--- src/serial_port_pkg.sv ---
/*
  Shared constants for the serial port: clock rate, line rate table, register
  offsets, field positions, reset values and setting encodings.
  Assumes a single 200 MHz system clock and a 32-bit AXI4-Lite register bus.
*/
`default_nettype none

package serial_port_pkg;

  // ************************************************************
  // Clock and line rates
  // ************************************************************
  localparam int unsigned CLK_PERIOD_NS = 5;
  localparam int unsigned CLOCK_HZ = 1_000_000_000 / CLK_PERIOD_NS;
  localparam int NUM_RATES = 17;
  localparam int unsigned RATE_TABLE [NUM_RATES] = '{250000, 128000, 115200, 57600, 38400, 31250, 28800,
    19200, 14400, 9600, 4800, 2400, 1200, 600, 300, 150, 110};
  localparam int DIV_W = 21;
  localparam logic [4:0] RATE_RESET_IDX = 5'h02;
  localparam logic [4:0] RATE_LAST_IDX = 5'h10;

  // ************************************************************
  // Register map (byte addresses) and fields
  // ************************************************************
  localparam int ADDR_W = 8;
  localparam logic [7:0] CFG_OFFSET = 8'h00;
  localparam logic [7:0] TXDATA_OFFSET = 8'h04;
  localparam logic [7:0] RXDATA_OFFSET = 8'h08;
  localparam logic [7:0] STATUS_OFFSET = 8'h0C;
  localparam int CFG_RATE_LSB = 0;
  localparam int CFG_WIDTH_BIT = 8;
  localparam int CFG_STOP_BIT = 9;
  localparam int CFG_PAR_LSB = 10;
  localparam int CFG_FLOW_LSB = 12;
  localparam int RX_PERR_BIT = 8;
  localparam int RX_VALID_BIT = 31;
  localparam int ST_TX_BUSY_BIT = 0;
  localparam int ST_HOLD_FULL_BIT = 1;
  localparam int ST_REMOTE_PAUSED_BIT = 2;
  localparam int ST_PAUSE_SENT_BIT = 3;
  localparam int ST_PERR_BIT = 4;
  localparam int ST_COUNT_LSB = 8;

  // ************************************************************
  // Setting encodings and reset values
  // ************************************************************
  localparam logic [1:0] PAR_NONE = 2'h0;
  localparam logic [1:0] PAR_EVEN = 2'h2;
  localparam logic [1:0] PAR_ODD = 2'h3;
  localparam logic [3:0] FLOW_NONE = 4'h0;
  localparam logic [3:0] FLOW_RX = 4'h4;
  localparam logic [3:0] FLOW_TX = 4'h8;
  localparam logic [3:0] FLOW_BOTH = 4'hC;
  localparam int FLOW_RX_BIT = 2;
  localparam int FLOW_TX_BIT = 3;
  localparam logic WIDTH8_RESET = 1'b1;
  localparam logic STOP2_RESET = 1'b0;
  localparam logic [7:0] PAUSE_CHAR = 8'h13;
  localparam logic [7:0] RESUME_CHAR = 8'h11;

  // ************************************************************
  // Receive store and bus answers
  // ************************************************************
  localparam int RX_DEPTH = 16;
  localparam int RX_PTR_W = 4;
  localparam int RX_ENTRY_W = 9;
  localparam logic [4:0] RX_FULL_COUNT = 5'h10;
  localparam logic [4:0] RX_LOW_MARK = 5'h08;
  localparam logic [1:0] RESP_OKAY = 2'h0;
  localparam logic [1:0] RESP_SLVERR = 2'h2;

endpackage : serial_port_pkg

`default_nettype wire

--- src/rx_store_mem.sv ---
/*
  Small receive store: one write port, one read port, registered read data.
  Assumes the caller keeps its own pointers and never reads a word in the
  cycle it is written.
*/
`default_nettype none

module rx_store_mem (
  input wire logic aclk,
  input wire logic wr_en,
  input wire logic [serial_port_pkg::RX_PTR_W-1:0] wr_addr,
  input wire logic [serial_port_pkg::RX_ENTRY_W-1:0] wr_data,
  input wire logic [serial_port_pkg::RX_PTR_W-1:0] rd_addr,
  output logic [serial_port_pkg::RX_ENTRY_W-1:0] rd_data_q
);
  import serial_port_pkg::*;

  logic [RX_ENTRY_W-1:0] store [RX_DEPTH];

  // Write on demand, read every cycle so the head is always on show
  always_ff @(posedge aclk) begin
    if (wr_en) begin
      store[wr_addr] <= wr_data;
    end
    rd_data_q <= store[rd_addr];
  end

endmodule : rx_store_mem

`default_nettype wire

--- src/serial_port_software_flow_uart.sv ---
/*
  Three-wire asynchronous serial port with in-band pause/resume pacing and
  an AXI4-Lite register slave. Holds the transmitter, the receiver, the
  pacing logic and the receive store pointers.
  Assumes rxd is asynchronous to aclk, and one AXI4-Lite master.
*/
// Implementation choices: the AXI4-Lite slave port and the register addresses.
`default_nettype none

module serial_port_software_flow_uart #(
  parameter int unsigned CLK_HZ = serial_port_pkg::CLOCK_HZ
) (
  input wire logic aclk,
  input wire logic aresetn,
  input wire logic [serial_port_pkg::ADDR_W-1:0] awaddr,
  input wire logic awvalid,
  output logic awready,
  input wire logic [31:0] wdata,
  input wire logic [3:0] wstrb,
  input wire logic wvalid,
  output logic wready,
  output logic [1:0] bresp,
  output logic bvalid,
  input wire logic bready,
  input wire logic [serial_port_pkg::ADDR_W-1:0] araddr,
  input wire logic arvalid,
  output logic arready,
  output logic [31:0] rdata,
  output logic [1:0] rresp,
  output logic rvalid,
  input wire logic rready,
  input wire logic rxd,
  output logic txd
);
  import serial_port_pkg::*;

  typedef enum logic [3:0] {
    RX_IDLE = 4'b0001, RX_START = 4'b0010, RX_BITS = 4'b0100, RX_STOP = 4'b1000
  } rx_state_type;

  // ************************************************************
  // Settings and bit divisor
  // ************************************************************
  logic [4:0] line_rate_setting_q;
  logic data_width_setting_q;
  logic stop_bit_setting_q;
  logic [1:0] parity_setting_q;
  logic [3:0] flow_control_setting_q;
  logic [DIV_W-1:0] div_tab [NUM_RATES];
  wire logic [DIV_W-1:0] bit_div = div_tab[line_rate_setting_q];
  wire logic parity_on = parity_setting_q != PAR_NONE;
  wire logic receive_side_pacing = flow_control_setting_q[FLOW_RX_BIT];
  wire logic transmit_side_pacing = flow_control_setting_q[FLOW_TX_BIT];
  wire logic [3:0] body_len = (data_width_setting_q ? 4'h8 : 4'h7) + {3'h0, parity_on};

  // One divisor per supported rate, clock cycles per bit rounded down
  for (genvar i = 0; i < NUM_RATES; i++) begin : g_div
    assign div_tab[i] = DIV_W'(CLK_HZ / RATE_TABLE[i]);
  end

  // ************************************************************
  // AXI4-Lite slave state
  // ************************************************************
  logic aw_have_q, w_have_q, ar_have_q;
  logic [ADDR_W-1:0] aw_addr_q, ar_addr_q;
  logic [31:0] w_data_q;
  logic [3:0] w_strb_q;
  wire logic do_write = aw_have_q && w_have_q && !bvalid;
  wire logic do_read = ar_have_q && !rvalid;
  wire logic wr_cfg = do_write && aw_addr_q == CFG_OFFSET;
  wire logic wr_tx = do_write && aw_addr_q == TXDATA_OFFSET && w_strb_q[0];
  wire logic wr_st = do_write && aw_addr_q == STATUS_OFFSET && w_strb_q[0];
  wire logic wr_hit = aw_addr_q == CFG_OFFSET || aw_addr_q == TXDATA_OFFSET || aw_addr_q == STATUS_OFFSET;
  wire logic rd_hit = ar_addr_q == CFG_OFFSET || ar_addr_q == TXDATA_OFFSET || ar_addr_q == RXDATA_OFFSET ||
    ar_addr_q == STATUS_OFFSET;

  // Field legality: illegal codes leave the setting unchanged
  wire logic [4:0] new_rate = w_data_q[CFG_RATE_LSB +: 5];
  wire logic [1:0] new_par = w_data_q[CFG_PAR_LSB +: 2];
  wire logic [3:0] new_flow = w_data_q[CFG_FLOW_LSB +: 4];
  wire logic rate_ok = new_rate <= RATE_LAST_IDX;
  wire logic par_ok = new_par != 2'h1;
  wire logic flow_ok = new_flow[1:0] == 2'h0;

  // Channel handshakes; each side is held until the answer is free
  always_ff @(posedge aclk) begin
    if (!aresetn) begin
      awready <= 1'b1;
      wready <= 1'b1;
      arready <= 1'b1;
      aw_have_q <= 1'b0;
      w_have_q <= 1'b0;
      ar_have_q <= 1'b0;
      bvalid <= 1'b0;
      rvalid <= 1'b0;
    end else begin
      if (awvalid && awready) begin
        aw_have_q <= 1'b1;
        awready <= 1'b0;
      end
      if (wvalid && wready) begin
        w_have_q <= 1'b1;
        wready <= 1'b0;
      end
      if (do_write) begin
        aw_have_q <= 1'b0;
        w_have_q <= 1'b0;
        awready <= 1'b1;
        wready <= 1'b1;
        bvalid <= 1'b1;
      end else if (bvalid && bready) begin
        bvalid <= 1'b0;
      end
      if (arvalid && arready) begin
        ar_have_q <= 1'b1;
        arready <= 1'b0;
      end
      if (do_read) begin
        ar_have_q <= 1'b0;
        rvalid <= 1'b1;
      end else if (rvalid && rready) begin
        rvalid <= 1'b0;
        arready <= 1'b1; // Reopening late gives the store one cycle to show the new head
      end
    end
  end

  // Address and data capture, no reset needed on payload
  always_ff @(posedge aclk) begin
    if (awvalid && awready) aw_addr_q <= awaddr;
    if (wvalid && wready) begin
      w_data_q <= wdata;
      w_strb_q <= wstrb;
    end
    if (arvalid && arready) ar_addr_q <= araddr;
  end

  // ************************************************************
  // Settings register
  // ************************************************************
  always_ff @(posedge aclk) begin
    if (!aresetn) begin
      line_rate_setting_q <= RATE_RESET_IDX;
      data_width_setting_q <= WIDTH8_RESET;
      stop_bit_setting_q <= STOP2_RESET;
      parity_setting_q <= PAR_NONE;
      flow_control_setting_q <= FLOW_NONE;
    end else if (wr_cfg) begin
      if (w_strb_q[0] && rate_ok) line_rate_setting_q <= new_rate;
      if (w_strb_q[1]) begin
        data_width_setting_q <= w_data_q[CFG_WIDTH_BIT];
        stop_bit_setting_q <= w_data_q[CFG_STOP_BIT];
        if (par_ok) parity_setting_q <= new_par;
        if (flow_ok) flow_control_setting_q <= new_flow;
      end
    end
  end

  // ************************************************************
  // Receive store pointers
  // ************************************************************
  logic [RX_PTR_W-1:0] wr_ptr_q, rd_ptr_q;
  logic [4:0] rx_count_q;
  logic rx_avail_q;
  logic [RX_ENTRY_W-1:0] head_q;
  logic [RX_ENTRY_W-1:0] push_data;
  logic push;
  wire logic rx_full = rx_count_q == RX_FULL_COUNT;
  wire logic pop = do_read && ar_addr_q == RXDATA_OFFSET && rx_avail_q;

  rx_store_mem u_store (
    .aclk(aclk),
    .wr_en(push),
    .wr_addr(wr_ptr_q),
    .wr_data(push_data),
    .rd_addr(rd_ptr_q),
    .rd_data_q(head_q)
  );

  // Availability lags the count by a cycle to match the registered head
  always_ff @(posedge aclk) begin
    if (!aresetn) begin
      wr_ptr_q <= '0;
      rd_ptr_q <= '0;
      rx_count_q <= '0;
      rx_avail_q <= 1'b0;
    end else begin
      if (push) wr_ptr_q <= wr_ptr_q + 1'b1;
      if (pop) rd_ptr_q <= rd_ptr_q + 1'b1;
      rx_count_q <= rx_count_q + {4'h0, push} - {4'h0, pop};
      rx_avail_q <= rx_count_q != 5'h00 && !pop;
    end
  end

  // ************************************************************
  // Receiver
  // ************************************************************
  logic rx_s1_q, rx_s2_q, rx_s3_q, rx_line_q;
  rx_state_type rx_state_q;
  logic [DIV_W-1:0] rx_cnt_q;
  logic [3:0] rx_idx_q;
  logic [8:0] rx_body_q;
  wire logic rx_tick = rx_cnt_q == '0;
  wire logic rx_done = rx_state_q == RX_STOP && rx_tick && rx_line_q;
  wire logic [7:0] rx_char = data_width_setting_q ? rx_body_q[7:0] : {1'b0, rx_body_q[6:0]};
  wire logic rx_pbit = rx_body_q[body_len - 4'h1];
  wire logic rx_perr = parity_on && (rx_pbit != (^rx_char ^ parity_setting_q[0]));
  wire logic rx_is_pause = rx_char == PAUSE_CHAR;
  wire logic rx_is_resume = rx_char == RESUME_CHAR;
  wire logic rx_consume = flow_control_setting_q != FLOW_NONE && (rx_is_pause || rx_is_resume);
  assign push = rx_done && !rx_consume && !rx_full;
  assign push_data = {rx_perr, rx_char};

  // Three-stage sampler; only agreeing later stages move the line
  always_ff @(posedge aclk) begin
    if (!aresetn) begin
      rx_s1_q <= 1'b1;
      rx_s2_q <= 1'b1;
      rx_s3_q <= 1'b1;
      rx_line_q <= 1'b1;
    end else begin
      rx_s1_q <= rxd;
      rx_s2_q <= rx_s1_q;
      rx_s3_q <= rx_s2_q;
      if (rx_s2_q == rx_s3_q) rx_line_q <= rx_s3_q;
    end
  end

  // Start edge, half-bit wait to centre, then one sample per bit
  always_ff @(posedge aclk) begin
    if (!aresetn) begin
      rx_state_q <= RX_IDLE;
      rx_cnt_q <= '0;
      rx_idx_q <= '0;
      rx_body_q <= '0;
    end else begin
      if (!rx_tick) rx_cnt_q <= rx_cnt_q - 1'b1;
      unique case (rx_state_q)
        RX_IDLE: begin
          if (!rx_line_q) begin
            rx_state_q <= RX_START;
            rx_cnt_q <= bit_div >> 1;
          end
        end
        RX_START: begin
          if (rx_tick) begin
            rx_state_q <= rx_line_q ? RX_IDLE : RX_BITS; // Glitch shorter than half a bit
            rx_cnt_q <= bit_div - 1'b1;
            rx_idx_q <= '0;
          end
        end
        RX_BITS: begin
          if (rx_tick) begin
            rx_body_q[rx_idx_q] <= rx_line_q;
            rx_idx_q <= rx_idx_q + 1'b1;
            rx_cnt_q <= bit_div - 1'b1;
            if (rx_idx_q == body_len - 4'h1) rx_state_q <= RX_STOP;
          end
        end
        RX_STOP: begin
          if (rx_tick) rx_state_q <= RX_IDLE;
        end
      endcase
    end
  end

  // ************************************************************
  // Pacing state and parity error flag
  // ************************************************************
  logic remote_paused_q, pause_sent_q, perr_flag_q;
  logic tx_hold_full_q;
  logic [7:0] tx_hold_q;
  logic [3:0] tx_left_q;
  wire logic tx_idle = tx_left_q == 4'h0;
  wire logic need_pause = receive_side_pacing && rx_full && !pause_sent_q;
  wire logic need_resume = pause_sent_q && (rx_count_q <= RX_LOW_MARK || !receive_side_pacing);
  wire logic send_ctl = tx_idle && (need_pause || need_resume);
  wire logic data_gate = !(transmit_side_pacing && remote_paused_q);
  wire logic send_data = tx_idle && !send_ctl && tx_hold_full_q && data_gate;
  wire logic [7:0] tx_char = send_ctl ? (need_pause ? PAUSE_CHAR : RESUME_CHAR) : tx_hold_q;

  // Control characters jump the queue; a resume clears the sent mark
  always_ff @(posedge aclk) begin
    if (!aresetn) begin
      remote_paused_q <= 1'b0;
      pause_sent_q <= 1'b0;
      perr_flag_q <= 1'b0;
    end else begin
      if (!transmit_side_pacing) remote_paused_q <= 1'b0;
      else if (rx_done && rx_is_pause) remote_paused_q <= 1'b1;
      else if (rx_done && rx_is_resume) remote_paused_q <= 1'b0;
      if (send_ctl) pause_sent_q <= need_pause;
      if (rx_done && rx_perr) perr_flag_q <= 1'b1;
      else if (wr_st && w_data_q[ST_PERR_BIT]) perr_flag_q <= 1'b0;
    end
  end

  // ************************************************************
  // Transmitter
  // ************************************************************
  logic [11:0] tx_frame_q;
  logic [DIV_W-1:0] tx_cnt_q;
  wire logic tx_par = (data_width_setting_q ? ^tx_char : ^tx_char[6:0]) ^ parity_setting_q[0];
  wire logic [3:0] tx_len = body_len + 4'h2 + {3'h0, stop_bit_setting_q};
  logic [11:0] tx_frame;

  // Start bit, data LSB first, parity when on, then idle ones
  always_comb begin
    tx_frame = '1;
    tx_frame[0] = 1'b0;
    tx_frame[7:1] = tx_char[6:0];
    if (data_width_setting_q) tx_frame[8] = tx_char[7];
    if (parity_on) tx_frame[body_len] = tx_par;
  end

  // Frame shifter; extra stop bit is just one more idle bit period
  always_ff @(posedge aclk) begin
    if (!aresetn) begin
      tx_frame_q <= '1;
      tx_left_q <= '0;
      tx_cnt_q <= '0;
      txd <= 1'b1;
      tx_hold_full_q <= 1'b0;
      tx_hold_q <= '0;
    end else begin
      if (send_ctl || send_data) begin
        tx_frame_q <= tx_frame;
        tx_left_q <= tx_len;
        tx_cnt_q <= bit_div - 1'b1;
        txd <= 1'b0;
      end else if (!tx_idle) begin
        if (tx_cnt_q == '0) begin
          tx_frame_q <= {1'b1, tx_frame_q[11:1]};
          tx_left_q <= tx_left_q - 1'b1;
          tx_cnt_q <= bit_div - 1'b1;
          txd <= tx_left_q > 4'h1 ? tx_frame_q[1] : 1'b1;
        end else begin
          tx_cnt_q <= tx_cnt_q - 1'b1;
        end
      end
      if (send_data) tx_hold_full_q <= 1'b0;
      else if (wr_tx && !tx_hold_full_q) begin
        tx_hold_full_q <= 1'b1;
        tx_hold_q <= w_data_q[7:0];
      end
    end
  end

  // ************************************************************
  // Read data and responses
  // ************************************************************
  wire logic [31:0] cfg_word = {16'h0000, flow_control_setting_q, parity_setting_q, stop_bit_setting_q,
    data_width_setting_q, 3'h0, line_rate_setting_q};
  wire logic [31:0] st_word = {19'h0_0000, rx_count_q, 3'h0, perr_flag_q, pause_sent_q, remote_paused_q,
    tx_hold_full_q, !tx_idle};
  wire logic [31:0] rx_word = rx_avail_q ? {1'b1, 22'h00_0000, head_q} : 32'h0000_0000;
  wire logic [31:0] rd_mux = ar_addr_q == CFG_OFFSET ? cfg_word :
    ar_addr_q == RXDATA_OFFSET ? rx_word : ar_addr_q == STATUS_OFFSET ? st_word : 32'h0000_0000;

  // Answers are registered with the valid that marks them
  always_ff @(posedge aclk) begin
    if (!aresetn) begin
      rdata <= '0;
      rresp <= RESP_OKAY;
      bresp <= RESP_OKAY;
    end else begin
      if (do_read) begin
        rdata <= rd_mux;
        rresp <= rd_hit ? RESP_OKAY : RESP_SLVERR;
      end
      if (do_write) bresp <= wr_hit ? RESP_OKAY : RESP_SLVERR;
    end
  end
endmodule : serial_port_software_flow_uart

`default_nettype wire

--- config.mk ---
export PLATFORM = sky130hd
export DESIGN_NAME = serial_port_software_flow_uart
export DESIGN_NICKNAME = d
export VERILOG_FILES = /design/src/serial_port_pkg.sv /design/src/rx_store_mem.sv /design/src/serial_port_software_flow_uart.sv
export SDC_FILE = /design/constraint.sdc
export NUM_CORES = 1
export LEC_CHECK = 0
export BUFFER_PORTS_ARGS = -buffer_cell sky130_fd_sc_hd__buf_2
export CAP_MARGIN = 10
export CELL_PAD_IN_SITES_DETAIL_PLACEMENT = 1
export CELL_PAD_IN_SITES_GLOBAL_PLACEMENT = 1
export CORE_UTILIZATION = 25
export DETAILED_ROUTE_END_ITERATION = 10
export PLACE_DENSITY = 0.49
export SLEW_MARGIN = 20
export SYNTH_ARGS = -nofsm -noshare
export SYNTH_HDL_FRONTEND = slang
export SYNTH_SLANG_ARGS = --single-unit
--- constraint.sdc ---
create_clock -name aclk -period 4.2 [get_ports aclk]
set_input_delay 0.84 -clock aclk [delete_from_list [all_inputs] [get_ports aclk]]
set_output_delay 0.84 -clock aclk [all_outputs]
set_load 0.05 [all_outputs]
==> results of run 1 <==
worst register-to-register path: stages (launching register included):
cell and delay (ps):
dfxtp_1 360, inv_1 90, ha_1 200, nor4b_2 480, nand3_1 150, buf_4 200, nor4_4 280, inv_1 80
ha_1 280, inv_1 40, ha_1 190, inv_1 80, fa_1 220, inv_1 50, a21oi_1 120, nor2_1 60
or3_1 310, a21oi_1 150
kinds of logic (layout without fill, tap and decap cells):
family | Yosys count | after routing | share of synthesized area [%]
adders and majority gates | 47 | 47 | 3.85
DFF | 332 | 332 | 54.5
AOI/OAI and AO/OA | 289 | 289 | 12.1
xor gates and xnor gates | 38 | 38 | 2.24
buffers and inverters | 131 | 240 | 3.73
other | 1 | 19 | 0.0243
muxes | 74 | 74 | 8.71
and+or+nand+nor | 461 | 461 | 14.9
path summary, 6_finish.rpt:
kind | startpoint | endpoint | slack [ps] | cells after the start
setup reg to reg | rx_cnt_q[0] | rx_count_q[4] | 820 | 17
hold reg to reg | rx_s1_q | rx_s2_q | 430 | 1
setup / recovery | rx_cnt_q[0] | rx_count_q[4] | 820 | 17
hold / removal | araddr[1] | ar_addr_q[1] | 430 | 1
power by group:
group	switching, mW	internal [mW]
Sequential	0.158	3.56
Combinational	1.39	0.754
Clock	1.51	2.21
Total	3.06	6.52
cells in the final DEF, fill, tap and decap left out, drive strengths merged, types with 14 or more instances in the layout:
cell | netlist | final
nand2b | 17 | 17
conb | 1 | 17
edfxtp | 178 | 178
nor3 | 45 | 45
nand3 | 33 | 33
a31oi | 14 | 14
inv | 47 | 49
mux2i | 22 | 22
xnor2 | 25 | 25
a21oi | 86 | 86
nor2 | 123 | 123
o211ai | 14 | 14
mux4 | 48 | 48
clkinv | 0 | 16
or3 | 19 | 19
nand2 | 130 | 130
o22ai | 21 | 21
ha | 46 | 46
buf | 32 | 114
nor4 | 18 | 18
o21ai | 57 | 57
clkbuf | 52 | 54
dfxtp | 154 | 154
nand4 | 15 | 15
o21a | 15 | 15
cell type report:
type,count,area (um^2),share of cell area [%]
diodes,2,5.00,0.0274
clock buffers,54,1150,6.29
clock inverters,25,289,1.58
inverters,47,178,0.974
multi-input cells,926,6530,35.8
flip-flops and latches,332,8430,46.2
well taps,782,978,5.36
repair buffers,114,691,3.78
layer usage:
layer	wire (um)	track usage, %	vias to the layer above
met3	1970	2.88	70
met4	1040	4.14	4
met5	22	0	-
met1	22400	20.6	5652
met2	22000	24.6	201
li1	-	-	5299
flip-flops by register name (all words and copies together), names as in the netlist, 8 cells and up:
signal and cells:
rx_cnt_q 21, ar_addr_q 8, tx_frame_q 11, tx_cnt_q 21, tx_hold_q 8, rdata 17, u_store.store 144, rx_body_q 9
w_data_q 16, aw_addr_q 8, u_store.rd_data_q 9
==> metrics.csv, run 1 <==
stage,metric,value,unit
sta,fmax,296,MHz
finish,fill_cells,6660,
pwr,leakagePower,6.51,nW
worst_setup_path,critical-path-max-stage-delay,480,ps
worst_setup_path,path_class,register to register,
detailed_routing,wl_per_cell,20.8,um
worst_setup_path,crit_family,simple AND/OR/NAND/NOR gates,
grt,overflow,0,
detailed_routing,vias_per_cell,4.92,
sta,fin_crit_sh,80.4,%
floorplanning,rows,90,
worst_setup_path,path_cells,inv_1 -> ha_1 -> nor4b_2 -> nand3_1 -> buf_4 -> nor4_4 -> inv_1 -> ha_1 -> inv_1 -> ha_1 -> inv_1 -> fa_1 -> inv_1 -> a21oi_1 -> nor2_1 -> or3_1 -> a21oi_1,
synth,synth_common_cells,"178 x edfxtp_1, 154 x dfxtp_1, 130 x nand2_1",
finish,utilization,30.1,%
place,hpwl,33400,um
finish,layout-drive-gt1-share,16.7,%
detailed_routing,vias,11200,
grt,grt_pass1_wl,72800,um
clock_network,clock-root-buffer,clkbuf_16,
clock_network,numCtsBuffers,43,
sta,grt_setup_unrepaired,no,
pwr,total_power,9.58,mW
worst_hold_path,hold_class,input port to register,
floorplanning,die_h,251,um
synth,ys_types,82,
floorplanning,core,0.0607,mm^2
grt,grt_max_degree,40,
worst_setup_path,cp-start-kind,register,
place,gp_congestion,0.775,
synth,synth_cells,1373,
finish,fin_area,0.0183,mm^2
detailed_routing,drt-pass1-iter-count,5,
detailed_routing,drtIter0Drc,582,
sta,worst_pin_slew,1030,ps
synth,yosysSeqAreaShare,54.5,%
clock_network,cts.sinks,332,
synth,ys_ff_latch,332,
synth,yosysMostFrequentCell,edfxtp_1,
detailed_routing,ant_nets,0,
synth,synth-edff-count,178,
clock_network,cts_max_path_buffers,3,
flow_run,max_cap_violations,0,
synth,netlist.area_leader.share,34.6,%
sta,report.final.slew_viol_count,0,
grt,grt_pass1_vias,11600,
finish,final_cells,2282,
worst_setup_path,crit_top_cell,inv_1,
sta,fin_crit,3380,ps
clock_network,clk_latency,590,ps
floorplanning,start_util,25.5,%
place,port_buffers,66,
detailed_routing,drcViolationCount,0,
floorplanning,die_area,0.0629,mm^2
worst_setup_path,critPathArrivalTime,3890,ps
synth,syn_area,0.0155,mm^2
status,status,completed,
place,placed_cells_incl_taps,2201,
clock_network,h-tree-depth,2,
sta,whs,427,ps
worst_setup_path,cp_slowest_cell,nor4b_2,
finish,fin_nets,1571,
worst_setup_path,cp_num_buf_inv,6,
clock_network,ctsResizeCount,0,
worst_setup_path,endpoint_kind,register,
worst_setup_path,crit_required,4720,ps
synth,synthTopCellsByArea,"edfxtp_1 35%, dfxtp_1 20%, mux4_2 7.0%, ha_1 3.7%, nand2_1 3.2%",
clock_network,ctsHoldBuffers,0,
place,dp_slack,818,ps
sta,setup_viol,0,
synth,async_flop_share,0,%
pwr,ir_worst_vdd,0.000237,V
floorplanning,die_w,251,um
clock_network,clkTransAtPathRegs,60,ps
clock_network,cts_setup_buffers,0,
sta,slew_headroom,30.6,%
grt,antenna_found_initial,3,
finish,area_growth,18.0,%
synth,yosysTopAreaCell,edfxtp_1,
sta,hold_viol,0,
floorplanning,num_io_pins,102,
synth,synth-main-ff-cell,edfxtp_1,
place,dpl_cell_area,0.0168,mm^2
clock_network,tritoncts,yes,
sta,tns,0,ps
sta,setup_slack,822,ps
detailed_routing,drt-total-wl,47400,um
worst_setup_path,crit_fanout,6,
grt,grtUsageTotal,15.2,%
sta,skew,27.1,ps
synth,yosysWarnings,0,
synth,avgSynthCellArea,11.3,um^2
pwr,power.density,525,mW/mm^2
No activity file was read; power rests on OpenSTA's default activity.
==> run 2: changes to the inputs <==
Settings changed: PLACE_DENSITY 0.49 to 0.51.
Clock period 4.2 ns to 3 ns, I/O delays scaled along.
==> run 2 against run 1 <==
  * Utilization up 0.72 points
  * Clock power up 32%
  * Flip-flop and latch count unchanged
  * Routed wire length down 0.97%
  * Cell count up 2.3%
  * Register-to-register slack worse by 760 ps
  * First-iteration DRC count up 12%
  * Setup slack worse by 760 ps
  * Final area up 2.4%
  * Sequential share of layout area down 1.1 points
  * Critical endpoint unchanged
  * Largest cell class unchanged
==> metrics.csv, run 2 (synthesis results as in run 1) <==
stage,metric,value,unit
status,status,completed,
sta,fin_crit,2940,ps
finish,final_common_cell,edfxtp_1,
sta,fmax,340,MHz
clock_network,cts.sinks,332,
floorplanning,die_w,251,um
floorplanning,die_h,251,um
sta,slew_headroom,40.3,%
grt,overflow,0,
grt,busiest_layer,met2,
grt,grt_max_degree,40,
sta,worst_pin_slew,896,ps
clock_network,clkTransAtPathRegs,60,ps
grt,met1_usage,21.1,%
worst_setup_path,cp-start-kind,register,
grt,grt_pass1_wl,71600,um
finish,utilization,30.8,%
detailed_routing,drcViolationCount,0,
worst_setup_path,cp_slowest_cell,dfxtp_2,
finish,fin_nets,1629,
worst_hold_path,holdPathStages,1,
sta,hold_viol,0,
grt,use_met3,2.68,%
worst_hold_path,min_from,araddr[6],
floorplanning,num_io_pins,102,
finish,multi_input_area,0.00661,mm^2
clock_network,tritoncts,yes,
worst_setup_path,r2r_start,rx_count_q[2],
worst_setup_path,crit_family,simple AND/OR/NAND/NOR gates,
sta,grt_setup_unrepaired,yes,
worst_setup_path,crit_fanout,3,
grt,use_met2,23.1,%
place,gp_congestion,0.815,
clock_network,clk_latency,580,ps
finish,final_cells,2335,
finish,diodes,0,
pwr,leakagePower,6.79,nW
floorplanning,core,0.0607,mm^2
worst_hold_path,min_to,ar_addr_q[6],
worst_setup_path,cp_num_buf_inv,5,
place,port_buffers,66,
finish,area_growth,20.9,%
floorplanning,die_area,0.0629,mm^2
detailed_routing,vias,11300,
finish,seqCellArea,0.00843,mm^2
clock_network,clock-root-buffer,clkbuf_16,
worst_setup_path,endpoint_kind,register,
detailed_routing,wl_per_cell,20.1,um
finish,mostFrequentLayoutCells,"178 x edfxtp_1, 149 x dfxtp_1, 130 x nand2_1",
worst_setup_path,timing.rr.end,rx_count_q[4],
detailed_routing,drtIter0Drc,651,
worst_setup_path,path_class,register to register,
finish,layout-drive-gt1-share,20.5,%
clock_network,h-tree-depth,2,
worst_setup_path,crit_required,3510,ps
worst_setup_path,crit_top_cell,inv_1,
clock_network,numCtsBuffers,39,
place,hpwl,34000,um
finish,fill_cells,6716,
pwr,power.density,727,mW/mm^2
worst_setup_path,critPathArrivalTime,3460,ps
worst_setup_path,r2r_slack,60,ps
grt,grt_pass1_vias,11600,
flow_run,max_cap_violations,0,
grt,antenna_found_initial,2,
place,placed_cells_incl_taps,2256,
detailed_routing,drt-pass1-iter-count,4,
sta,tns,0,ps
detailed_routing,ant_nets,0,
detailed_routing,vias_per_cell,4.85,
sta,setup_viol,0,
worst_setup_path,path_cells,inv_2 -> ha_1 -> nor4bb_1 -> o21bai_2 -> nor4_4 -> inv_1 -> ha_1 -> inv_1 -> ha_2 -> inv_2 -> fa_2 -> inv_1 -> a21oi_1 -> nor2_1 -> or3_1 -> a21oi_2,
worst_hold_path,hold_class,input port to register,
sta,fin_crit_sh,98.1,%
floorplanning,start_util,25.5,%
worst_setup_path,critical-path-max-stage-delay,350,ps
detailed_routing,drt-total-wl,47000,um
floorplanning,rows,90,
grt,grtUsageTotal,14.9,%
finish,top_register,u_store.store,
pwr,ir_worst_vdd,0.000379,V
finish,top_regs,"u_store.store (144), rx_cnt_q (21), tx_cnt_q (21)",
finish,largest_register_ffs,144,
sta,report.final.slew_viol_count,0,
sta,skew,26.5,ps
clock_network,cts_max_path_buffers,3,
worst_setup_path,reg2reg_depth,16,
## run 2: cell types whose count changed in the layout (fill, tap and decap cells not counted), moves of 2 or more
| cell | previous run | this run |
|---|---|---|
| dfxtp_1 | 153 | 149 |
| buf_4 | 48 | 107 |
| clkbuf_1 | 8 | 12 |
| nor4_4 | 2 | 4 |
| buf_12 | 0 | 2 |
| nor4_1 | 13 | 11 |
| clkinv_2 | 7 | 4 |
| inv_2 | 0 | 2 |
| inv_1 | 46 | 44 |
| dfxtp_2 | 0 | 5 |
| diode_2 | 2 | 0 |
| clkinv_1 | 7 | 5 |
| clkinv_8 | 0 | 2 |
| clkbuf_16 | 43 | 39 |
## run 2: what timing repair did
action | CTS | global route
buffers inserted | 3 | 4
hold buffers | 0 | 0
pin swaps | 2 | 6
resized for setup | 7 | 14
setup endpoints to repair | 1 | 5
## run 2: cell type report
type,instances,share of cell area (%)
clock buffer,53,5.61
clock inverter,19,1.39
inverter,47,0.951
multi-input combinational,926,35.3
sequential,332,45.1
tap,782,5.24
timing repair buffer,176,6.34
## run 2: worst max path at each step
stage	start	end	slack (ps)	cells past startpoint
floorplan	rx_cnt_q[11]	rx_count_q[4]	3	14
global placement	rx_cnt_q[11]	rx_count_q[4]	-50	16
detailed placement	rx_cnt_q[0]	rx_count_q[4]	-60	16
CTS	rx_count_q[3]	rx_count_q[4]	20	16
global route	rx_count_q[2]	rx_count_q[4]	-130	16
finish	rx_count_q[2]	rx_count_q[4]	60	16
## run 2: power by group
part	leakage (nW)	switching (mW)	total (mW)	internal [mW]
Sequential	3.03	0.224	5.20	4.98
Clock	0.628	2.01	4.92	2.91
Combinational	3.13	2.09	3.46	1.38
## run 2: through the flow
step	power (mW)	hold WS, ps	instance area, um^2	setup WS (ps)
2_1_floorplan	7.46	386	15500	3.26
3_3_place_gp	8.57	408	17300	-45.3
3_5_place_dp	8.62	393	17300	-55.4
4_1_cts	13.7	180	18600	23.3
5_1_grt	14.2	184	18700	-131
6_report	13.6	212	18700	56.7
## run 2: routing by layer
layer	vias to the layer above	wire (um)
met5	-	10
met3	66	1660
met2	163	21000
met4	2	1120
met1	5692	23200
li1	5399	-
